<file path="config.mk">
export PLATFORM = sky130hd
export DESIGN_NAME = slcc_top
export DESIGN_NICKNAME = d
export VERILOG_FILES = /design/src/inc/slcc_pkg.sv /design/src/design/slcc_rate_detect.sv /design/src/design/slcc_top.sv
export SDC_FILE = /design/constraint.sdc
export NUM_CORES = 1
export LEC_CHECK = 0
export ABC_AREA = 1
export BUFFER_PORTS_ARGS = -buffer_cell sky130_fd_sc_hd__clkbuf_2
export CORE_UTILIZATION = 45
export CTS_BUF_LIST = sky130_fd_sc_hd__clkbuf_4
export DETAILED_ROUTE_END_ITERATION = 8
export MAX_ROUTING_LAYER = met4
export PLACE_DENSITY = 0.71
export RECOVER_POWER = 100
export REMOVE_ABC_BUFFERS = 1
export SLEW_MARGIN = 20
export SYNTH_ARGS = -nofsm -noshare
export SYNTH_HDL_FRONTEND = slang
export SYNTH_HIERARCHICAL = 1
export SYNTH_SLANG_ARGS = --single-unit
export TNS_END_PERCENT = 30
</file>
<file path="constraint.sdc">
create_clock -name clk_i -period 1.2 [get_ports clk_i]
set_input_delay 0.06 -clock clk_i [delete_from_list [all_inputs] [get_ports clk_i]]
set_output_delay 0.06 -clock clk_i [all_outputs]
set_load 0.02 [all_outputs]
</file>
<file path="src/inc/slcc_pkg.sv">
// Package for the sync and low-rate clock control block.
// Assumes a register write port in the sample clock domain.
`default_nettype none
package slcc_pkg;
    localparam logic [8:0] SYNC_CTRL_ADDR = 9'h100;
    localparam logic [8:0] USER_CFG2_ADDR = 9'h101;
    localparam logic [7:0] SYNC_CTRL_RESET = 8'h01;
    localparam logic [7:0] USER_CFG2_RESET = 8'h88;
    localparam int SYNC_MASTER_BIT = 0;
    localparam int SYNC_DIV_EN_BIT = 1;
    localparam int SYNC_NEXT_ONLY_BIT = 2;
    localparam int CFG_PULLDOWN_OFF_BIT = 0;
    localparam int CFG_RUN_OSC_BIT = 2;
    localparam int CFG_DETECT_EN_BIT = 3;
    localparam int CFG_OE_PIN_EN_BIT = 7;
    // Sample clock runs at 100 MHz; low rate means encode below 5 MSPS.
    localparam int CLK_MHZ = 100;
    localparam int LOW_RATE_MSPS = 5;
    localparam int LOW_RATE_CYCLES = CLK_MHZ / LOW_RATE_MSPS;
    localparam int DIV_W = 3;
    localparam int RATE_W = 6;
    typedef struct packed {
        logic wr;
        logic [8:0] addr;
        logic [7:0] data;
    } slcc_wr_s;
endpackage : slcc_pkg
`default_nettype wire

</file>
<file path="src/design/slcc_rate_detect.sv">
// Encode-rate detector: flags when encode edges are spaced too far apart.
// Assumes encode_i is synchronous to clk_i.
`default_nettype none
module slcc_rate_detect (
    // Clock and reset
    input wire logic clk_i,
    input wire logic reset_n_i,
    // Control and status
    input wire logic enable_i,
    input wire logic encode_i,
    output logic low_rate_o
);
    logic [slcc_pkg::RATE_W-1:0] cnt_reg;
    logic enc_d_reg;
    wire rise = encode_i & ~enc_d_reg;
    wire at_limit = cnt_reg >= slcc_pkg::RATE_W'(slcc_pkg::LOW_RATE_CYCLES);
    always_ff @(posedge clk_i) begin
        if (!reset_n_i) begin
            cnt_reg <= '0;
            enc_d_reg <= 1'b0;
            low_rate_o <= 1'b0;
        end else begin
            enc_d_reg <= encode_i;
            if (!enable_i || rise) begin
                cnt_reg <= '0;
            end else if (!at_limit) begin
                cnt_reg <= cnt_reg + 1'b1;
            end
            // Low rate when no encode edge arrives within the limit.
            // An encode edge always ends the low-rate state, even one that
            // lands on the limit cycle, so the flag cannot latch on.
            low_rate_o <= enable_i & ~rise & (at_limit | low_rate_o);
        end
    end
endmodule : slcc_rate_detect
`default_nettype wire

</file>
<file path="src/design/slcc_top.sv">
// Sync control and low-rate clock control registers of a dual converter.
// Assumes the serial port delivers one-cycle write strobes on clk_i.
// Contract
// - No sync action without master enable
// - Divider sync needs bit 1 and master
// - Next-only low: sync every pulse
// - Next-only high: first pulse only
// - Divider sync enable clears after sync in next-only mode
// - Output enable pin honoured only when enabled
// - Detector starts oscillator below low rate
// - Run bit forces oscillator on
// - Bit 0 disconnects serial data pull-down
`default_nettype none
module slcc_top (
    // Clock and reset
    input wire logic clk_i,
    input wire logic reset_n_i,
    // Register write port and read data
    input wire logic reg_wr_i,
    input wire logic [8:0] reg_addr_i,
    input wire logic [7:0] reg_wdata_i,
    output logic [7:0] reg_rdata_o,
    // Sync and clock divider
    input wire logic sync_i,
    input wire logic [2:0] div_ratio_i,
    output logic div_tick_o,
    output logic div_synced_o,
    // Output enable pin
    input wire logic output_enable_pin_i,
    output logic data_out_en_o,
    // Low-rate oscillator and serial data pin
    input wire logic encode_i,
    output logic low_rate_internal_oscillator_o,
    output logic serial_pulldown_en_o
);
    slcc_pkg::slcc_wr_s wr;
    logic [7:0] sync_control_reg;
    logic [7:0] user_config_two_reg;
    logic [7:0] rdata_next;
    logic [slcc_pkg::DIV_W-1:0] phase_reg;
    logic sync_d_reg;
    logic low_rate;

    assign wr = '{wr: reg_wr_i, addr: reg_addr_i, data: reg_wdata_i};
    wire wr_sync = wr.wr && wr.addr == slcc_pkg::SYNC_CTRL_ADDR;
    wire wr_cfg = wr.wr && wr.addr == slcc_pkg::USER_CFG2_ADDR;
    wire master_en = sync_control_reg[slcc_pkg::SYNC_MASTER_BIT];
    wire div_en = sync_control_reg[slcc_pkg::SYNC_DIV_EN_BIT];
    wire next_only = sync_control_reg[slcc_pkg::SYNC_NEXT_ONLY_BIT];
    wire sync_rise = sync_i & ~sync_d_reg;
    wire sync_accept = sync_rise & master_en & div_en;
    wire phase_end = phase_reg >= div_ratio_i;

    assign rdata_next = (reg_addr_i == slcc_pkg::SYNC_CTRL_ADDR) ?
        {5'h00, sync_control_reg[2:0]} :
        (reg_addr_i == slcc_pkg::USER_CFG2_ADDR) ?
        {user_config_two_reg[7], 3'h0, user_config_two_reg[3:2], 1'b0,
         user_config_two_reg[0]} : 8'h00;

    always_ff @(posedge clk_i) begin
        if (!reset_n_i) begin
            sync_control_reg <= slcc_pkg::SYNC_CTRL_RESET;
        end else if (sync_accept && next_only) begin
            // Hardware clear wins over a same-cycle write of bit 1.
            sync_control_reg <= (wr_sync ? wr.data : sync_control_reg) &
                ~(8'h01 << slcc_pkg::SYNC_DIV_EN_BIT);
        end else if (wr_sync) begin
            sync_control_reg <= wr.data;
        end
    end

    always_ff @(posedge clk_i) begin
        if (!reset_n_i) begin
            user_config_two_reg <= slcc_pkg::USER_CFG2_RESET;
        end else if (wr_cfg) begin
            user_config_two_reg <= wr.data;
        end
    end

    always_ff @(posedge clk_i) begin
        if (!reset_n_i) begin
            sync_d_reg <= 1'b0;
            phase_reg <= '0;
            div_tick_o <= 1'b0;
            div_synced_o <= 1'b0;
        end else begin
            sync_d_reg <= sync_i;
            div_synced_o <= sync_accept;
            if (sync_accept || phase_end) begin
                phase_reg <= '0;
            end else begin
                phase_reg <= phase_reg + 1'b1;
            end
            div_tick_o <= sync_accept | phase_end;
        end
    end

    slcc_rate_detect u_rate (
        .clk_i(clk_i),
        .reset_n_i(reset_n_i),
        .enable_i(user_config_two_reg[slcc_pkg::CFG_DETECT_EN_BIT]),
        .encode_i(encode_i),
        .low_rate_o(low_rate)
    );

    always_ff @(posedge clk_i) begin
        if (!reset_n_i) begin
            reg_rdata_o <= 8'h00;
            data_out_en_o <= 1'b1;
            low_rate_internal_oscillator_o <= 1'b0;
            serial_pulldown_en_o <= 1'b1;
        end else begin
            reg_rdata_o <= rdata_next;
            // Pin is active low; ignored when the enable bit is clear.
            data_out_en_o <= ~(user_config_two_reg[slcc_pkg::CFG_OE_PIN_EN_BIT]
                & output_enable_pin_i);
            low_rate_internal_oscillator_o <= low_rate |
                user_config_two_reg[slcc_pkg::CFG_RUN_OSC_BIT];
            serial_pulldown_en_o <=
                ~user_config_two_reg[slcc_pkg::CFG_PULLDOWN_OFF_BIT];
        end
    end
endmodule : slcc_top
`default_nettype wire

</file>
==> impl_metrics.json, run 1 <==
{
  "num-nets-final": 252,
  "most-common-layout-cells": "sky130_fd_sc_hd__inv_1 (38), sky130_fd_sc_hd__nand2_1 (29), sky130_fd_sc_hd__dfxtp_1 (27)",
  "post_drt_via_cell_ratio": 4.520,
  "critPathKind": "flip-flop to flip-flop",
  "simple_logic_cell_fraction_of_the_synthesized_area": 0.3144,
  "ctsLongestPathBuffers": 2,
  "grt_first_pass_wirelength_mm": 3.822,
  "layout-drive-gt1-share": 0.2081,
  "worst_skew_pair.late_latency_ps": 320,
  "syn_area_um2": 1321,
  "antenna-diode-count": 0,
  "core-area_um2": 2758,
  "outcome": "completed",
  "portBuffers": 32,
  "clk_pin_slew_ps": 90,
  "min_from": "reg_wdata_i[0]",
  "dominant_combinational_cell_family_by_area_after_synthesis": "simple AND/OR/NAND/NOR gates",
  "finalWeightedCongestion": 0.8015,
  "setup_viol": 0,
  "grt_antenna_before_repair": 0,
  "rsz0062_at_grt": "no",
  "maximum_capacitance_violations": 0,
  "synth.mux.area_fraction": 0,
  "netlist_instances": 179,
  "final_max_slew_viol_count": 0,
  "vias_in_the_first_global_route": 1012,
  "area.growth.synth_to_final_pct": 20.45,
  "std_cell_rows": 19,
  "numCtsBuffers": 5,
  "cts_htree_levels": 2,
  "yosysTopAreaCellShare": 0.4394,
  "tritoncts": "built",
  "largest_reg_flops": 6,
  "dpl.hpwl_mm": 1.586,
  "crit_path_end_kind": "flip-flop",
  "wl_per_cell_um": 8.742,
  "synth_fa_ha_area_frac": 0.05682,
  "max-vdd-ir-drop_v": 0.0008626,
  "floorplan.die_area_um2": 3157,
  "routed_wl_mm": 2.203,
  "initialDrtViolationCount": 16,
  "detail_route.drc_violations": 0,
  "timing.critical_path.fanout_max": 3,
  "synthXorXnorAreaFrac": 0.006629,
  "num_io_pins": 39,
  "worst_setup_path_start_kind": "flip-flop",
  "die_w_um": 56.19,
  "critical_path.startpoint": "phase_reg[0]",
  "worst-r2r-setup-slack_ps": 110,
  "timing.rr.start": "phase_reg[0]",
  "total_power_uw": 1807,
  "critical_path_required_ps": 1460,
  "layout.filler_cells": 278,
  "hold_path_class": "primary input to flip-flop",
  "initial_utilization": 0.4791,
  "global_route.overflow_total": 0,
  "timing.setup.tns_ps": 0,
  "synth_area_leader_cell": "sky130_fd_sc_hd__dfxtp_1",
  "die-height_um": 56.19,
  "route.antenna.remaining_nets": 0,
  "final_hold_vio_count": 0,
  "final.setup_skew_ps": 10.47,
  "warnings_from_yosys": 6,
  "power_per_unit_of_standard_cell_area_nw_per_um2": 1136,
  "timing.final.crit_share": 0.9098,
  "synth_top_area_cells": "sky130_fd_sc_hd__dfxtp_1 (44%), sky130_fd_sc_hd__inv_1 (11%), sky130_fd_sc_hd__nand2_1 (8.5%)",
  "post-cts-setup-buffers": 0,
  "post-route-min-period_ps": 1092,
  "max_freq_mhz": 916.0,
  "leakage_uw": 0.0008274,
  "detailedRoute.firstPassIterationCount": 4,
  "synth.yosys.seq_area_share": 0.4394,
  "critPathArrivalTime_ps": 1350,
  "grt_start_max_net_pins": 14,
  "track_usage": 0.1610,
  "num_vias": 1139,
  "yosys.cell_types.count": 24,
  "cts.sink_count": 29,
  "avgSynthCellArea_um2": 7.381,
  "share_of_the_synthesized_area_in_compound_gates_ao_oa_aoi_oai": 0.03314,
  "root_buffer": "sky130_fd_sc_hd__clkbuf_4",
  "postSynthRegisterBits": 29,
  "most_common_library_cell_in_the_layout_ignoring_fill_and_taps": "sky130_fd_sc_hd__inv_1"
}
==> worst max-delay path, cell delays in order (launching register included) <==
cell and delay, ps:
sky130_fd_sc_hd__dfxtp_2 340, sky130_fd_sc_hd__inv_2 40, sky130_fd_sc_hd__ha_4 220, sky130_fd_sc_hd__o21ai_2 100, sky130_fd_sc_hd__nand2_1 80, sky130_fd_sc_hd__nand2_2 80, sky130_fd_sc_hd__nand3_2 70, sky130_fd_sc_hd__nor2_1 100
==> report_power, final <==
group / internal (uW) / switching (uW) / total (uW)
sequential: 994 / 18.0 / 1010
clock: 245 / 317 / 562
combinational: 107 / 127 / 234
total: 1350 / 462 / 1810
==> path summary, 6_finish.rpt <==
check	depth (start not counted)	to
worst max-delay path	7	phase_reg[0]
worst max register to register	7	phase_reg[0]
worst min-delay path	3	sync_control_reg[0]
worst min register to register	1	serial_pulldown_en_o
==> cell usage after synthesis <==
master and number:
sky130_fd_sc_hd__a21oi_1 2, sky130_fd_sc_hd__a21oi_2 1, sky130_fd_sc_hd__and3_1 1, sky130_fd_sc_hd__buf_2 2, sky130_fd_sc_hd__buf_4 3, sky130_fd_sc_hd__buf_6 1, sky130_fd_sc_hd__conb_1 1, sky130_fd_sc_hd__dfxtp_1 29
sky130_fd_sc_hd__ha_1 6, sky130_fd_sc_hd__inv_1 38, sky130_fd_sc_hd__inv_2 2, sky130_fd_sc_hd__nand2_1 30, sky130_fd_sc_hd__nand2_2 2, sky130_fd_sc_hd__nand2_4 1, sky130_fd_sc_hd__nand3_1 13, sky130_fd_sc_hd__nand3_2 2
sky130_fd_sc_hd__nand3b_1 1, sky130_fd_sc_hd__nand4_1 10, sky130_fd_sc_hd__nor2_1 25, sky130_fd_sc_hd__nor2_2 2, sky130_fd_sc_hd__nor2_4 1, sky130_fd_sc_hd__o21ai_0 3, sky130_fd_sc_hd__o21ai_1 2, sky130_fd_sc_hd__xnor2_1 1
==> stage by stage <==
step | setup WS [ps] | hold slack, ps | utilization | cells | cell area [um^2]
3_5_place_dp | 10.88 | 234.7 | 0.5436 | 240 | 1499
4_1_cts | 18.98 | 9.808 | 0.5780 | 252 | 1594
5_1_grt | 2.330 | 43.27 | 0.5771 | 252 | 1592
3_3_place_gp | 44.55 | 232.5 | 0.5436 | 240 | 1499
2_1_floorplan | 77.32 | 128.8 | - | 175 | 1285
6_report | 108.3 | 21.94 | 0.5771 | 252 | 1592
==> routing by layer <==
layer  share of wire  GRT usage  wire length, um
met1            0.49     0.1859             1069
met4           0.029    0.09408               64
met3           0.054    0.04884              119
met5               0          -                0
met2            0.43     0.2466              949
==> logic make-up after synthesis <==
family,Yosys count
simple gates,88
buf+inv,46
flops,29
compound gates,8
fa+ha+maj,6
xor+xnor,1
other cells,1
==> cell type report <==
cell class / count / area, um^2 / area share
Sequential cell: 29 / 583.1 / 0.3664
Multi-Input combinational cell: 106 / 563.0 / 0.3538
Timing Repair Buffer: 38 / 201.4 / 0.1266
Inverter: 40 / 150.1 / 0.09434
Clock buffer: 6 / 45.04 / 0.02830
Tap cell: 31 / 38.79 / 0.02437
Clock inverter: 2 / 10.01 / 0.006289
==> repair_timing <==
item,4_1_cts,5_1_grt
resized for setup,1,7
hold buffers,4,0
cloned,0,0
endpoints found under the setup margin,2,4
pin swaps,0,5
hold endpoints to repair,4,0
Power figures use the tool's default switching activity.
==> inputs of run 2 (changes only) <==
==> constraint.sdc (replaced) <==
create_clock -name clk_i -period 1.4 [get_ports clk_i]
set_input_delay 0.07 -clock clk_i [delete_from_list [all_inputs] [get_ports clk_i]]
set_output_delay 0.07 -clock clk_i [all_outputs]
set_load 0.02 [all_outputs]
==> impl_metrics.json, run 2 (synthesis results as in run 1) <==
{
  "rsz0062_at_grt": "no",
  "critPathKind": "flip-flop to flip-flop",
  "timing.critical_path.mode_cell": "sky130_fd_sc_hd__nand2_1",
  "max_freq_mhz": 825.8,
  "die_w_um": 56.19,
  "track_usage": 0.1632,
  "worst-r2r-setup-slack_ps": 190,
  "final_core_density": 0.5581,
  "finalInstanceArea_um2": 1539,
  "regToRegEndpoint": "phase_reg[2]",
  "timing.critical_path.fanout_max": 3,
  "final_hold_vio_count": 0,
  "detail_route.drc_violations": 0,
  "finalWeightedCongestion": 0.7722,
  "root_buffer": "sky130_fd_sc_hd__clkbuf_4",
  "cp_cell_sequence": "inv_1 -> ha_1 -> o21ai_0 -> nand2_1 -> nand2_1 -> nand3_1 -> nor2_1",
  "worst_setup_path_start_kind": "flip-flop",
  "leakage_uw": 0.0007966,
  "outcome": "completed",
  "numCtsBuffers": 5,
  "ctsLongestPathBuffers": 2,
  "routed_wl_mm": 2.237,
  "gr-usage-met2": 0.2381,
  "gr_met3_demand_resource": 0.07674,
  "crit_path_end_kind": "flip-flop",
  "num_io_pins": 39,
  "placed_cell_area_um2": 1491,
  "cts_htree_levels": 2,
  "core-area_um2": 2758,
  "area.growth.synth_to_final_pct": 16.48,
  "timing.rr.start": "phase_reg[0]",
  "worst_skew_pair.late_latency_ps": 320,
  "std_cell_rows": 19,
  "final_max_slew_viol_count": 0,
  "worstSetupEndpoint": "phase_reg[2]",
  "die-height_um": 56.19,
  "post_drt_via_cell_ratio": 4.584,
  "largest_reg_flops": 6,
  "grt_start_max_net_pins": 14,
  "grt_first_pass_wirelength_mm": 3.801,
  "post-route-min-period_ps": 1211,
  "power_per_unit_of_standard_cell_area_nw_per_um2": 977.0,
  "antenna-diode-count": 0,
  "route.antenna.remaining_nets": 0,
  "global_route.overflow_total": 0,
  "max-vdd-ir-drop_v": 0.0009433,
  "layout-drive-gt1-share": 0.1507,
  "gr-max-usage-layer": "met2",
  "detailedRoute.firstPassIterationCount": 4,
  "critical_path_required_ps": 1660,
  "final.setup_skew_ps": 6.033,
  "portBuffers": 32,
  "max_stage_delay_ps": 340,
  "wl_per_cell_um": 8.948,
  "cts.sink_count": 29,
  "maximum_capacitance_violations": 0,
  "initialDrtViolationCount": 20,
  "gr-usage-met1": 0.1910,
  "tightest_slew_ps": 745.5,
  "r2r_cells": 7,
  "timing.setup.tns_ps": 0,
  "tritoncts": "built",
  "setup_viol": 0,
  "vias_in_the_first_global_route": 953,
  "critPathArrivalTime_ps": 1480,
  "relSlewSlack": 0.5012,
  "dpl.hpwl_mm": 1.639,
  "most_common_library_cell_in_the_layout_ignoring_fill_and_taps": "sky130_fd_sc_hd__inv_1",
  "initial_utilization": 0.4791,
  "num-nets-final": 251,
  "total_power_uw": 1504,
  "hold_path_class": "primary input to flip-flop",
  "timing.final.crit_share": 0.8649,
  "critical_path.startpoint": "phase_reg[0]",
  "most-common-layout-cells": "sky130_fd_sc_hd__inv_1 (39), sky130_fd_sc_hd__nand2_1 (32), sky130_fd_sc_hd__dfxtp_1 (28)",
  "grt_antenna_before_repair": 0,
  "num_vias": 1146,
  "floorplan.die_area_um2": 3157,
  "clk_pin_slew_ps": 90,
  "critPathSlowestCell": "sky130_fd_sc_hd__dfxtp_2"
}
-- run 2: changes by cell type in the layout (fill, tap and decap cells not counted), moves of 2 or more --
cell | previous run | this run
sky130_fd_sc_hd__clkinv_2 | 2 | 0
sky130_fd_sc_hd__nor2_2 | 3 | 1
sky130_fd_sc_hd__nor2_1 | 25 | 27
sky130_fd_sc_hd__nand2_2 | 3 | 1
sky130_fd_sc_hd__nand2_1 | 29 | 32
-- run 2: worst min path at each step --
stage | cells after the start | startpoint | to
floorplan | 1 | reset_n_i | serial_pulldown_en_o
global placement | 2 | output_enable_pin_i | data_out_en_o
detailed placement | 2 | output_enable_pin_i | data_out_en_o
CTS | 3 | reg_wdata_i[0] | sync_control_reg[0]
global route | 3 | reg_wdata_i[3] | user_config_two_reg[3]
finish | 3 | reg_wdata_i[0] | sync_control_reg[0]
-- run 2: what timing repair did --
item | CTS | global route
hold endpoints to repair | 4 | 0
setup endpoints to repair | 0 | 2
hold buffers | 4 | 0
buffers inserted | 0 | 0
gates resized for setup | 0 | 1
-- run 2: report_power, final --
part / internal (uW) / switching, uW
Sequential: 851 / 16.0
Combinational: 74.9 / 96.1
Clock: 201 / 264
-- run 2: per-stage QoR --
step	instances	hold slack [ps]	setup WS, ps
finish	250	19.86	189.1
floorplan	175	138.8	277.3
global placement	239	242.9	196.1
CTS	250	8.544	141.6
global route	250	39.37	14.63
detailed placement	239	245.3	174.5
-- run 2: layout make-up --
class	count	area [um^2]
clock inverter	1	3.754
fill	287	1219
inverter	40	150.1
tap	31	38.79
timing repair buffer	37	193.9
clock buffer	6	45.04
multi-input combinational	106	525.5
sequential	29	581.8
-- run 2: routing by layer --
metal | wire, um | share of wire | vias up
met3 | 148 | 0.066 | 7
li1 | - | - | 620
met5 | 0 | 0 | -
met4 | 47 | 0.021 | 0
met2 | 980 | 0.44 | 31
met1 | 1060 | 0.47 | 488
-- run 2: critical path, delay by kind of cell, from the launching register on --
kind            cells  cell delay (ps)
fa+ha+maj           1              250
flops               1              340
buf+inv             1               50
simple gates        4              350
compound gates      1              160
